[src/hdl/drc_map.vh]
`ifndef DRC_MAP_VH
`define DRC_MAP_VH
// Organisation: 14-bit address split into an 8-bit row and a 6-bit column
`define DRC_ADDR_W 14
`define DRC_ROW_W 8
`define DRC_COL_W 6
`define DRC_DATA_W 4
`define DRC_COL_LSB 1
// Clock period in ns at 20 MHz
`define DRC_CLK_NS 50
// Timing figures in ns, fast grade
`define DRC_T_ACCESS_NS 120
`define DRC_T_CYCLE_NS 220
`define DRC_T_PRECHARGE_NS 90
`define DRC_T_RCD_NS 25
`define DRC_T_CAS_NS 60
`define DRC_T_WP_NS 40
// Refresh: 128 rows every 2 ms, page mode 30 us maximum
`define DRC_REF_ROWS 128
`define DRC_REF_PERIOD_NS 2000000
`define DRC_PAGE_MAX_NS 30000
`define DRC_REF_ROW_W 7
`define DRC_CNT_W 16
`define DRC_ONE_16 16'h0001
`define DRC_ZERO_16 16'h0000
`endif

[src/hdl/drc_ctrl.v]
`default_nettype none
`include "drc_map.vh"
module drc_ctrl #(
   parameter [`DRC_CNT_W-1:0] REF_TICK_CYC = 16'h0138,
   parameter [`DRC_CNT_W-1:0] PAGE_MAX_CYC = 16'h0258
) (
   input wire clk,
   input wire rst_n,
   input wire req_valid,
   output wire req_ready,
   input wire req_write,
   input wire req_rmw,
   input wire req_hidden_ref,
   input wire [`DRC_ADDR_W-1:0] req_addr,
   input wire [`DRC_DATA_W-1:0] req_wdata,
   output reg rd_valid,
   output reg [`DRC_DATA_W-1:0] rd_data,
   output reg row_strobe_n,
   output reg col_strobe_n,
   output reg store_select_n,
   output reg drive_on_n,
   output reg [`DRC_ROW_W-1:0] mux_addr_bus,
   output reg [`DRC_DATA_W-1:0] io_lines_o,
   output reg io_lines_oe,
   input wire [`DRC_DATA_W-1:0] io_lines_i
);
   function [`DRC_CNT_W-1:0] cyc_min;
      input integer ns;
      integer full;
      begin
         full = (ns + `DRC_CLK_NS - 1) / `DRC_CLK_NS;
         cyc_min = full[`DRC_CNT_W-1:0];
      end
   endfunction
   localparam [`DRC_CNT_W-1:0] C_RCD = cyc_min(`DRC_T_RCD_NS);
   localparam [`DRC_CNT_W-1:0] C_CAS = cyc_min(`DRC_T_ACCESS_NS);
   localparam [`DRC_CNT_W-1:0] C_WP = cyc_min(`DRC_T_WP_NS);
   localparam [`DRC_CNT_W-1:0] C_PRE = cyc_min(`DRC_T_CYCLE_NS - `DRC_T_ACCESS_NS);
   localparam [8:0] S_IDLE = 9'h001, S_ROW = 9'h002, S_COL = 9'h004, S_ACC = 9'h008,
      S_WDEL = 9'h010, S_WLOW = 9'h020, S_PRE = 9'h040, S_REF = 9'h080, S_HID = 9'h100;
   reg [8:0] state_reg;
   reg [`DRC_CNT_W-1:0] cnt_reg;
   reg [`DRC_CNT_W-1:0] page_reg;
   reg [`DRC_REF_ROW_W-1:0] ref_row_reg;
   reg [`DRC_ROW_W-1:0] open_row_reg;
   reg ref_pend_reg;
   reg hid_reg;
   reg wr_reg;
   reg rmw_reg;
   reg [`DRC_COL_W-1:0] col_reg;
   reg [`DRC_DATA_W-1:0] wdata_reg;
   reg [`DRC_DATA_W-1:0] sync1_reg;
   reg [`DRC_DATA_W-1:0] sync2_reg;
   wire ref_tick;
   wire [`DRC_ROW_W-1:0] req_row = req_addr[`DRC_ADDR_W-1:`DRC_COL_W];
   wire cnt_done = (cnt_reg == `DRC_ZERO_16);
   // Page hit reuses the open row unless refresh or the page limit intervene; a read-modify-write in progress still raises it
   wire page_ok = (state_reg == S_ACC) && cnt_done && req_valid && !ref_pend_reg &&
      (req_row == open_row_reg) && (page_reg < PAGE_MAX_CYC);
   assign req_ready = ((state_reg == S_IDLE) && !ref_pend_reg) || page_ok;
   drc_tick #(.PERIOD(REF_TICK_CYC)) u_tick (.clk(clk), .rst_n(rst_n), .tick(ref_tick));
   always @(posedge clk) begin
      sync1_reg <= io_lines_i;
      sync2_reg <= sync1_reg;
   end
   always @(posedge clk) begin
      if (!rst_n) begin
         state_reg <= S_IDLE;
         cnt_reg <= `DRC_ZERO_16;
         page_reg <= `DRC_ZERO_16;
         ref_row_reg <= {`DRC_REF_ROW_W{1'b0}};
         open_row_reg <= {`DRC_ROW_W{1'b0}};
         ref_pend_reg <= 1'b0;
         hid_reg <= 1'b0;
         wr_reg <= 1'b0;
         rmw_reg <= 1'b0;
         col_reg <= {`DRC_COL_W{1'b0}};
         wdata_reg <= {`DRC_DATA_W{1'b0}};
         rd_valid <= 1'b0;
         rd_data <= {`DRC_DATA_W{1'b0}};
         row_strobe_n <= 1'b1;
         col_strobe_n <= 1'b1;
         store_select_n <= 1'b1;
         drive_on_n <= 1'b1;
         mux_addr_bus <= {`DRC_ROW_W{1'b0}};
         io_lines_o <= {`DRC_DATA_W{1'b0}};
         io_lines_oe <= 1'b0;
      end else begin
         rd_valid <= 1'b0;
         // Tick sets the pending flag; setting beats the clear below
         if (ref_tick)
            ref_pend_reg <= 1'b1;
         if (!row_strobe_n)
            page_reg <= page_reg + `DRC_ONE_16;
         else
            page_reg <= `DRC_ZERO_16;
         if (!cnt_done)
            cnt_reg <= cnt_reg - `DRC_ONE_16;
         case (state_reg)
            S_IDLE: begin
               // Standby: both strobes high, bus released
               if (ref_pend_reg) begin
                  mux_addr_bus <= {1'b0, ref_row_reg};
                  state_reg <= S_REF;
                  cnt_reg <= C_CAS;
               end else if (req_valid) begin
                  mux_addr_bus <= req_row;
                  open_row_reg <= req_row;
                  col_reg <= req_addr[`DRC_COL_W-1:0];
                  wr_reg <= req_write;
                  rmw_reg <= req_rmw;
                  hid_reg <= req_hidden_ref;
                  wdata_reg <= req_wdata;
                  state_reg <= S_ROW;
               end
            end
            S_ROW: begin
               row_strobe_n <= 1'b0;
               state_reg <= S_COL;
               cnt_reg <= C_RCD;
            end
            S_COL: begin
               if (cnt_done) begin
                  // Column sits on lines 1..6, line 0 and 7 idle
                  mux_addr_bus <= {1'b0, col_reg, 1'b0};
                  if (wr_reg && !rmw_reg) begin
                     store_select_n <= 1'b0;
                     io_lines_o <= wdata_reg;
                     io_lines_oe <= 1'b1;
                     drive_on_n <= 1'b1;
                  end else begin
                     store_select_n <= 1'b1;
                     drive_on_n <= 1'b0;
                     io_lines_oe <= 1'b0;
                  end
                  state_reg <= S_ACC;
                  cnt_reg <= C_CAS;
               end
            end
            S_ACC: begin
               if (col_strobe_n && !cnt_done) begin
                  col_strobe_n <= 1'b0;
               end else if (cnt_done) begin
                  if (!wr_reg || rmw_reg) begin
                     rd_data <= sync2_reg;
                     rd_valid <= !wr_reg;
                  end
                  if (rmw_reg) begin
                     drive_on_n <= 1'b1;
                     state_reg <= S_WDEL;
                  end else if (page_ok) begin
                     col_strobe_n <= 1'b1;
                     io_lines_oe <= 1'b0;
                     store_select_n <= 1'b1;
                     col_reg <= req_addr[`DRC_COL_W-1:0];
                     wr_reg <= req_write;
                     rmw_reg <= req_rmw;
                     wdata_reg <= req_wdata;
                     state_reg <= S_COL;
                     cnt_reg <= C_RCD;
                  end else if (hid_reg && !wr_reg) begin
                     row_strobe_n <= 1'b1;
                     mux_addr_bus <= {1'b0, ref_row_reg};
                     state_reg <= S_HID;
                     cnt_reg <= C_PRE;
                  end else begin
                     state_reg <= S_PRE;
                  end
               end
            end
            S_WDEL: begin
               // Bus released; data goes out a cycle before store select for setup
               io_lines_o <= wdata_reg;
               io_lines_oe <= 1'b1;
               state_reg <= S_WLOW;
               cnt_reg <= C_WP;
            end
            S_WLOW: begin
               store_select_n <= 1'b0;
               if (cnt_done && !store_select_n)
                  state_reg <= S_PRE;
            end
            S_PRE: begin
               row_strobe_n <= 1'b1;
               col_strobe_n <= 1'b1;
               store_select_n <= 1'b1;
               drive_on_n <= 1'b1;
               io_lines_oe <= 1'b0;
               state_reg <= S_IDLE;
               cnt_reg <= C_PRE;
            end
            S_REF: begin
               // Row-only refresh: column strobe stays high
               row_strobe_n <= 1'b0;
               if (!row_strobe_n && cnt_done) begin
                  ref_row_reg <= ref_row_reg + 1'b1;
                  if (!ref_tick)
                     ref_pend_reg <= 1'b0;
                  state_reg <= S_PRE;
               end
            end
            S_HID: begin
               // Column strobe and output enable held, data stays valid
               if (cnt_done && row_strobe_n) begin
                  row_strobe_n <= 1'b0;
                  cnt_reg <= C_CAS;
               end else if (cnt_done) begin
                  ref_row_reg <= ref_row_reg + 1'b1;
                  if (!ref_tick)
                     ref_pend_reg <= 1'b0;
                  state_reg <= S_PRE;
               end
            end
            default: state_reg <= S_IDLE;
         endcase
      end
   end
endmodule
`default_nettype wire

[src/hdl/drc_tick.v]
`default_nettype none
`include "drc_map.vh"
// Free-running refresh interval tick: a pulse every period cycles
module drc_tick #(
   parameter [`DRC_CNT_W-1:0] PERIOD = 16'h0138
) (
   input wire clk,
   input wire rst_n,
   output reg tick
);
   reg [`DRC_CNT_W-1:0] cnt_reg;
   always @(posedge clk) begin
      if (!rst_n) begin
         cnt_reg <= `DRC_ZERO_16;
         tick <= 1'b0;
      end else if (cnt_reg >= PERIOD - `DRC_ONE_16) begin
         cnt_reg <= `DRC_ZERO_16;
         tick <= 1'b1;
      end else begin
         cnt_reg <= cnt_reg + `DRC_ONE_16;
         tick <= 1'b0;
      end
   end
endmodule
`default_nettype wire
[config.mk]
export PLATFORM = sky130hd
export DESIGN_NAME = drc_ctrl
export DESIGN_NICKNAME = d
export VERILOG_FILES = /design/src/hdl/drc_ctrl.v /design/src/hdl/drc_tick.v
export VERILOG_INCLUDE_DIRS = /design/src /design/src/hdl
export SDC_FILE = /design/constraint.sdc
export NUM_CORES = 1
export LEC_CHECK = 0
export ABC_AREA = 1
export ABC_CLOCK_PERIOD_IN_PS = 2800
export BUFFER_PORTS_ARGS = -buffer_cell sky130_fd_sc_hd__buf_2
export CORE_ASPECT_RATIO = 0.7
export CORE_MARGIN = 2
export CORE_UTILIZATION = 60
export CTS_BUF_LIST = sky130_fd_sc_hd__clkbuf_4 sky130_fd_sc_hd__clkbuf_8 sky130_fd_sc_hd__clkbuf_16
export DETAILED_ROUTE_END_ITERATION = 12
export GPL_TIMING_DRIVEN = 0
export PLACE_DENSITY = 0.9
export SKIP_LAST_GASP = 1
export SYNTH_ARGS = -nofsm -noshare
export SYNTH_HDL_FRONTEND = slang
export SYNTH_SLANG_ARGS = --single-unit
[constraint.sdc]
create_clock -name clk -period 2.8 [get_ports clk]
set_input_delay 0 -clock clk [delete_from_list [all_inputs] [get_ports clk]]
set_output_delay 0 -clock clk [all_outputs]
set_load 0.1 [all_outputs]
# Yosys cells after proc, flatten, opt, wreduce, memory -nomap -nowiden
# Cells that the tools add are included.
# totals
word_cells	215
in_bits	28
regBits	117
# classes
n_reduce_logical	48
order_cmp	2
n_bitwise	6
eq_ne	30
add_sub_neg	4
n_mux	101
# op_table
op	count
16-bit 2-to-1 mux	9
9-bit 2-to-1 mux	12
16-bit one-hot mux with 6 select lines	1
9-bit one-hot mux with 8 select lines	1
8-bit 2-to-1 mux	8
1-bit 2-to-1 mux	40
6-bit 2-to-1 mux	6
16-bit by 1-bit adder with 16-bit output, second input constant	2
4-bit 2-to-1 mux	8
2-bit != test, second input constant	15
8-bit one-hot mux with 3 select lines	1
7-bit 2-to-1 mux	3
16-bit by 9-bit greater-or-equal comparator with 1-bit output, second input constant	1
16-bit zero test	1
16-bit by 10-bit < comparator with 1-bit output, second input constant	1
4-bit one-hot mux with 2 select lines	2
8-bit AND reduction	2
16-bit by 1-bit subtractor with 16-bit output, second input constant	1
7-bit one-hot mux with 2 select lines	1
7-bit AND reduction	2
1-bit logical AND	12
1-bit one-hot mux with 4 select lines	3
6-bit one-hot mux with 2 select lines	1
4-bit AND reduction	3
27 further kinds	55

# Longest topological paths before layout
# Gate-level depths: netlist of run 1.
# logic_depth
depth_word	11
mapped_depth	14
ltp_nobuf	13

# Modules after synthesis
# A second synthesis of run 1 with hierarchy kept.
# unflattened
hier_cells	808
hier_area_um2	5826.8
# by_module_without_submodules
mod	cells_per_inst	seq_area_each_um2	area_per_inst_um2	instances
drc_ctrl	734	2001.9	5191.2	1
drc_tick	74	340.3	635.6	1

# Worst setup path after synthesis of run 1
# Ideal clock, no wire load.
# synth_timing
kind	register -> register
start	reg row_strobe_n
end	reg cnt_reg[12]
path_buffers	1
arrival_time_ns	1.912
setup_slack_ns	0.772
period_less_slack_ns	2.028
stages_incl_launch_ff	9
path_cell_list	dfxtp_1 > inv_1 > o21ai_0 > nand3_1 > nor2_1 > nand2_1 > nand2_2 > buf_6 > nor2_1
# synth_between
elab_chain_cells	3
# synth_rtl
element	line	rtl
from (decl)	drc_ctrl.v:18	output reg row_strobe_n,
from (signal assigned)	drc_ctrl.v:81	row_strobe_n <= 1'b1;
from (signal assigned)	drc_ctrl.v:118	row_strobe_n <= 1'b0;
from (signal assigned)	drc_ctrl.v:162	row_strobe_n <= 1'b1;
1-bit logical AND	drc_ctrl.v:204	if (cnt_done && row_strobe_n) begin
16-bit 2-to-1 mux	drc_ctrl.v:204	
16-bit one-hot mux with 6 select lines	drc_ctrl.v:99	case (state_reg)
to (signal assigned)	drc_ctrl.v:69	cnt_reg <= `DRC_ZERO_16;
to (signal assigned)	drc_ctrl.v:98	cnt_reg <= cnt_reg - `DRC_ONE_16;
to (decl)	drc_ctrl.v:42	reg [`DRC_CNT_W-1:0] cnt_reg;
# Every way passes these cells.
# A chain may end at the register's enable or synchronous reset.

# Worst setup path after layout of run 1
# layout_timing
start	reg cnt_reg[0]
end	reg cnt_reg[0]
# layout_between
elab_chain_cells	11
word_cells_on_any_way	20
# layout_rtl
element	line
parallel branches: the longest is 10 deep, another holds 16-bit by 1-bit subtractor with 16-bit output	-
16-bit one-hot mux with 6 select lines (*)	drc_ctrl.v:99
# Mark *: on every way between the ends.

==> out/metrics.csv, run 1 <==
stage,metric,value,unit
run_status,status,completed,
final_layout,fin_cells,1077,
flow_run,maxCapViolations,0,
synthesis,yosysWarnings,0,
die,core_area,0.00918,mm^2
synthesis,async_reset_ff_frac,0,
routing,drt-total-wl,17300,um
clock_tree,clock-sinks,117,
timing,tightest_slew,732,ps
timing,finClkSkew,9.62,ps
die,boundaryPins,51,
routing,wl_per_cell,16.1,um
timing,fin_crit,2340,ps
synthesis,synth_area_leader_cell,dfxtp_1,
synthesis,synth_top_area_frac,0.408,
global_route,grt_first_pass_wirelength,27700,um
clock_tree,hold_buffers,25,
hold_path,min_from,req_valid,
worst_setup_path,cp_slowest_cell,dfxtp_1,
placed_design,placed_cells,1020,
final_layout,area_growth,22.9,%
die,dieWidth,121,um
timing,min_period_over_period,0.835,
die,die_h,85.9,um
timing,max_freq,428,MHz
worst_setup_path,worstPathCellList,inv_1 -> ha_1 -> nand2_2 -> nor2_1 -> nand2_1 -> buf_2 -> ha_1 -> o21ai_0 -> nand2_1 -> nor2_1 -> nand3_1 -> nand2_1 -> inv_1,
final_layout,num_antenna_cells,0,
timing,hold_violations,0,
synthesis,synth_area_leaders,"dfxtp_1 (41%), nand2_1 (11%), nor2_1 (9.3%), inv_1 (8.0%), a21oi_1 (4.1%)",
die,core.rowCount,29,
synthesis,synth_edf_count,0,
worst_setup_path,worstSetupStartpoint,cnt_reg[0],
routing,drtIter0Drc,850,
worst_setup_path,slowest_delay,440,ps
worst_setup_path,cp_top_family,simple AND/OR/NAND/NOR gates,
synthesis,synth.distinct_cells,45,
synthesis,ys_seq_area_frac,0.408,
clock_tree,post_cts_resized,0,
power,powerDensity,1100,mW/mm^2
timing,setup_tns,0,ps
synthesis,syn_avg_cell_area,6.83,um^2
hold_path,min_to,state_reg[0],
final_layout,fin_nets,973,
worst_setup_path,crit_top_cell,nand2_1,
worst_setup_path,r2r_end,cnt_reg[0],
worst_setup_path,path_buf_inv,3,
power,p_int,4470,uW
worst_setup_path,cp-start-kind,flip-flop,
hold_path,hp-class,input pin to flip-flop,
placed_design,gp_congestion,0.966,
power,power_frac_clock,0.305,
power,pwr-share-seq,0.278,
timing,maxSlewViolCount,0,
clock_tree,clkTransAtPathRegs,50,ps
clock_tree,htreeDepth,4,
hold_path,min_path_cells,4,
timing,slew_headroom,0.508,
power,p_sw_frac,0.423,
power,p_switching,3280,uW
worst_setup_path,rr_worst_depth,13,
synthesis,synth_top_flop_cell,dfxtp_1,
clock_tree,clock_path_buffers,2,
power,vdd_drop_max,0.000712,V
final_layout,drive_gt1_frac,0.148,
final_layout,fillCellCount,626,
power,leakage,0.00334,uW
clock_tree,post_cts_buffers,0,
final_layout,mostFrequentLayoutCells,"nand2_1 (172), nor2_1 (143), inv_1 (122), dfxtp_1 (117), buf_2 (52)",
placed_design,io_buffers,49,
synthesis,netlist_instances,841,
worst_setup_path,cp_max_fo,10,
synthesis,synthesis.area,0.00574,mm^2
global_route,grt_pass1_vias,5608,
power,p_comb_frac,0.417,
clock_tree,cts-buffers-inserted,17,
worst_setup_path,crit_type,flip-flop to flip-flop,
clock_tree,cts_tree,built,
clock_tree,cts_root_buffer,clkbuf_16,
routing,ant_nets,0,
timing,setup-violations-final,0,
global_route,grt_overflow,0,
worst_setup_path,cp.arrival,2650,ps
final_layout,layout_commonest_cell,nand2_1,
routing,drc,0,
worst_setup_path,endpoint_kind,flip-flop,
routing,firstDrtPassIters,8,
timing,rsz0062_at_grt,no,
placed_design,dp_hpwl,10800,um
die,start_util,0.626,
die,dieArea,0.0104,mm^2
worst_setup_path,r2r-start,cnt_reg[0],
global_route,antenna_found_initial,0,
routing,vias,6021,
worst_setup_path,r2r_slack,460,ps
global_route,grt_max_degree,17,
worst_setup_path,cp.required,3120,ps
clock_tree,clk_latency,420,ps
global_route,track_usage,0.347,
routing,vias_per_cell,5.59,
synthesis,ys_ff_latch,117,
## power by group through the flow
stage | combinational [uW] | sequential, uW | clock [uW]
2_1_floorplan | 2130 | 2440 | 0
3_3_place_gp | 2950 | 2150 | 0
3_5_place_dp | 3000 | 2160 | 0
4_1_cts | 3080 | 2130 | 2340
5_1_grt | 3530 | 2170 | 2430
6_report | 3230 | 2150 | 2360
## logic make-up (layout without fill, tap and decap cells)
group                      count (synthesis)  count (layout)  synth area share
adders and majority gates                  5               5            0.0109
DFF                                      117             117             0.408
AOI/OAI and AO/OA                        123             123             0.118
other                                      1               7          0.000653
xor gates and xnor gates                  14              14            0.0213
and+or+nand+nor                          436             436             0.339
buffers and inverters                    145             251             0.102
## Yosys cell counts, types with 2 or more instances
library cell and instances:
ha_1 5, nand3_4 2, o211ai_1 2, xor2_1 10, nor2_2 9, o21bai_1 2
buf_2 3, nor4_1 7, a21oi_1 47, nand2_4 2, xnor2_1 4, nand3_1 47
o21ai_0 44, inv_1 122, nor2_1 143, buf_4 2, nand2_2 19, dfxtp_1 117
nor3_1 13, buf_6 4, nand2_1 172, nand4_1 9, nor2_4 4, clkbuf_1 7
o21ai_1 14, or2_2 4, inv_2 5, o221ai_1 5
## per-layer routing
metal / up-vias / track usage / wire length (um)
li1: 2859 / - / -
met1: 2695 / 0.460 / 7180
met2: 390 / 0.528 / 7450
met3: 77 / 0.101 / 2020
met4: 0 / 0.156 / 638
met5: - / 0 / 0
## metrics by stage
| stage | setup slack, ps | util | instance area [um^2] | total power, uW | hold slack, ps |
|---|---|---|---|---|---|
| finish | 462 | 0.769 | 7060 | 7740 | 24.5 |
| global route | 346 | 0.769 | 7060 | 8130 | 43.1 |
| CTS | 497 | 0.769 | 7060 | 7550 | 0.741 |
| detailed placement | 563 | 0.672 | 6170 | 5150 | 104 |
| global placement | 563 | 0.672 | 6170 | 5100 | 102 |
| floorplan | 772 | - | 5770 | 4570 | 27.7 |
## cell type report
cell class | instances | area (um^2) | area share
Sequential cell | 117 | 2340 | 0.332
Tap cell | 124 | 155 | 0.0220
Clock inverter | 11 | 174 | 0.0246
Multi-Input combinational cell | 585 | 2840 | 0.402
Buffer | 17 | 105 | 0.0149
Clock buffer | 21 | 468 | 0.0663
Inverter | 128 | 483 | 0.0684
Timing Repair Buffer | 74 | 495 | 0.0702
## tightest hold or removal path: stages
cell and delay (ps):
buf_2 130, inv_1 70, nand4_1 110, nand3_1 80
## worst max path at each step
stage	endpoint	slack (ps)	cells past startpoint
after global routing	req_ready	350	8
final	cnt_reg[0]	460	13
after global placement	cnt_reg[0]	560	13
after floorplan	cnt_reg[12]	770	8
after detailed placement	cnt_reg[0]	560	13
after CTS	cnt_reg[0]	500	13
Power figures use the tool's default switching activity.
==> run 2: changes to the inputs <==
--- a/config.mk
+++ b/config.mk
@@ -7,15 +7,15 @@
 export NUM_CORES = 1
 export LEC_CHECK = 0
 export ABC_AREA = 1
-export ABC_CLOCK_PERIOD_IN_PS = 2800
+export ABC_CLOCK_PERIOD_IN_PS = 1900
 export BUFFER_PORTS_ARGS = -buffer_cell sky130_fd_sc_hd__buf_2
 export CORE_ASPECT_RATIO = 0.7
 export CORE_MARGIN = 2
-export CORE_UTILIZATION = 60
+export CORE_UTILIZATION = 54
 export CTS_BUF_LIST = sky130_fd_sc_hd__clkbuf_4 sky130_fd_sc_hd__clkbuf_8 sky130_fd_sc_hd__clkbuf_16
 export DETAILED_ROUTE_END_ITERATION = 12
 export GPL_TIMING_DRIVEN = 0
-export PLACE_DENSITY = 0.9
+export PLACE_DENSITY = 0.86
 export SKIP_LAST_GASP = 1
 export SYNTH_ARGS = -nofsm -noshare
 export SYNTH_HDL_FRONTEND = slang
==> constraint.sdc (replaced) <==
create_clock -name clk -period 1.9 [get_ports clk]
set_input_delay 0 -clock clk [delete_from_list [all_inputs] [get_ports clk]]
set_output_delay 0 -clock clk [all_outputs]
set_load 0.1 [all_outputs]
==> run 2 against run 1 <==
  * The run now ends with negative setup slack left
  * Largest cell class unchanged
  * Cell area is 12% higher
  * Combinational power is 100% higher
  * Clock power is 54% higher
  * Routed wire length is 11% higher
  * Critical path type is now flip-flop to primary output
  * Critical endpoint is now req_ready
  * Non-clock buffer count is 37 higher
  * Setup slack worse by 590 ps
  * Clock skew is 1.2 ps higher
  * Sequential power is 49% higher
  * Count of clock-buffer cells in the layout is 2 lower
==> out/metrics.csv, run 2 (same netlist as run 1, synthesis figures left out) <==
stage,metric,value,unit,change
worst_setup_path,r2r_slack,-90,ps,-550 ps
timing,maxSlewViolCount,0,,unchanged
die,dieArea,0.0115,mm^2,+11%
routing,vias,6372,,+5.8%
hold_path,hp-class,input pin to flip-flop,,
worst_setup_path,r2r_end,col_reg[5],,
timing,tightest_slew,711,ps,-21.2 ps
timing,rsz0062_at_grt,yes,,
worst_setup_path,r2r-start,state_reg[7],,
die,die_h,90.3,um,+5.2%
routing,drtIter0Drc,852,,+0.24%
run_status,status,finished with violations,,
final_layout,drive_gt1_frac,0.258,,+0.110
die,boundaryPins,51,,unchanged
timing,fin_ws,-130,ps,-592 ps
worst_setup_path,endpoint_kind,primary output,,
routing,wl_per_cell,17.1,um,+6.3%
routing,drc,0,,unchanged
clock_tree,cts_tree,built,,
final_layout,seq_area,0.00235,mm^2,+0.53%
timing,min_period_over_period,1.07,,
placed_design,io_buffers,49,,unchanged
worst_setup_path,cp-start-kind,flip-flop,,
hold_path,min_to,io_lines_o[0],,
worst_setup_path,rr_worst_depth,12,,-1
global_route,grt_pass1_vias,5614,,+0.11%
global_route,track_usage,0.303,,-0.0438
clock_tree,clock_path_buffers,2,,unchanged
routing,firstDrtPassIters,7,,-1
final_layout,area_growth,37.1,%,
worst_setup_path,worstSetupStartpoint,open_row_reg[2],,
clock_tree,htreeDepth,4,,unchanged
global_route,grt_first_pass_wirelength,27400,um,-1.0%
routing,ant_nets,0,,unchanged
routing,drt-total-wl,19200,um,+11%
global_route,grt_overflow,0,,unchanged
timing,setup_tns,-1160,ps,-1160 ps
final_layout,layout_commonest_cell,nand2_1,,
die,core.rowCount,31,,+6.9%
final_layout,mostFrequentLayoutCells,"nand2_1 (159), nor2_1 (123), inv_1 (116), dfxtp_1 (111), buf_2 (51)",,
global_route,antenna_found_initial,0,,unchanged
die,core_area,0.0104,mm^2,+13%
final_layout,fillCellCount,635,,+1.4%
routing,vias_per_cell,5.67,,+1.5%
timing,slew_headroom,0.526,,+0.0179
worst_setup_path,cp.required,1900,ps,-1220 ps
clock_tree,clkTransAtPathRegs,60,ps,about the same
placed_design,gp_congestion,1.03,,+7.1%
clock_tree,clk_latency,420,ps,about the same
timing,max_freq,493,MHz,
final_layout,fin_nets,1011,,+3.9%
clock_tree,cts-buffers-inserted,17,,unchanged
worst_setup_path,slowest_delay,350,ps,-90 ps
hold_path,min_from,rst_n,,
global_route,grt_max_degree,17,,unchanged
power,powerDensity,1710,mW/mm^2,+55%
final_layout,multiInputGateArea,0.00323,mm^2,+14%
worst_setup_path,crit_type,flip-flop to primary output,,
worst_setup_path,worstPathCellList,inv_1 -> nand2_1 -> nand2_1 -> nor2_1 -> nand3_1 -> nor2_2 -> nand2_2 -> nand2_4 -> buf_12,,
die,dieWidth,127,um,+5.2%
timing,setup-violations-final,24,,+24
final_layout,final_util,0.761,,-0.00832
timing,fin_crit,2030,ps,
placed_design,dp_hpwl,10800,um,-0.10%
worst_setup_path,cp.arrival,2030,ps,-620 ps
die,start_util,0.555,,-0.0711
power,vdd_drop_max,0.000987,V,+39%
clock_tree,clock-sinks,117,,unchanged
timing,hold_violations,0,,unchanged
clock_tree,cts_root_buffer,clkbuf_16,,
worst_setup_path,cp_slowest_cell,dfxtp_1,,
worst_setup_path,cp_max_fo,3,,-7
timing,finClkSkew,10.8,ps,+1.17 ps
run_status,failed_checks,negative setup slack,,
hold_path,min_path_cells,3,,-1
final_layout,num_antenna_cells,0,,unchanged
power,leakage,0.00365,uW,+9.2%
worst_setup_path,crit_top_cell,nand2_1,,
flow_run,maxCapViolations,0,,unchanged
-- run 2: report_power, final --
part / leakage (uW) / switching (uW) / internal [uW] / total [uW]
clock: 0.000319 / 1230 / 2400 / 3630
sequential: 0.000960 / 313 / 2890 / 3200
combinational: 0.00237 / 4170 / 2430 / 6600
total: 0.00365 / 5710 / 7720 / 13400
-- run 2: worst max-delay path, delay by kind of cell, from the launching register on --
family / cells / cell delay (ps)
buf+inv: 2 / 270
flops: 1 / 350
simple gates: 7 / 990
-- run 2: final cells by class --
class	instances	area share
well taps	132	0.0210
repair buffers	111	0.106
plain buffers	17	0.0164
inverters	128	0.0629
multi-input cells	586	0.410
clock buffers	19	0.0567
clock inverters	13	0.0276
flip-flops and latches	117	0.299
-- run 2: how the worst max path moves through the flow --
stage / endpoint / cells after the start
2_1_floorplan: cnt_reg[0] / 13
3_3_place_gp: cnt_reg[0] / 13
3_5_place_dp: cnt_reg[0] / 13
4_1_cts: ref_row_reg[5] / 8
5_1_grt: req_ready / 9
6_report: req_ready / 9
-- run 2: stage by stage --
step | cells | hold slack, ps | cell area (um^2) | setup slack (ps) | power [uW]
final | 1123 | 123 | 7880 | -130 | 13400
after floorplan | 847 | 27.7 | 5770 | 38.0 | 6730
after global routing | 1123 | 142 | 7880 | -155 | 14000
after detailed placement | 1028 | 104 | 6180 | -362 | 7610
after CTS | 1104 | 79.3 | 7370 | -47.2 | 12100
after global placement | 1028 | 102 | 6180 | -310 | 7530
-- run 2: repair_timing --
action                                  CTS  global route
endpoints found under the setup margin   52            66
cloned                                    2             2
endpoints found under the hold margin    27             0
buffers inserted                         16            17
pin swaps                                 8            22
resized for setup                        35           100
hold buffers                             26             0
-- run 2: per-layer routing --
metal | track usage | vias up | share of wire | wire, um
li1 | - | 2940 | - | -
met1 | 0.400 | 2865 | 0.40 | 7650
met2 | 0.459 | 452 | 0.45 | 8550
met3 | 0.0989 | 115 | 0.11 | 2110
met4 | 0.123 | 0 | 0.044 | 841
met5 | 0 | - | 0 | 0
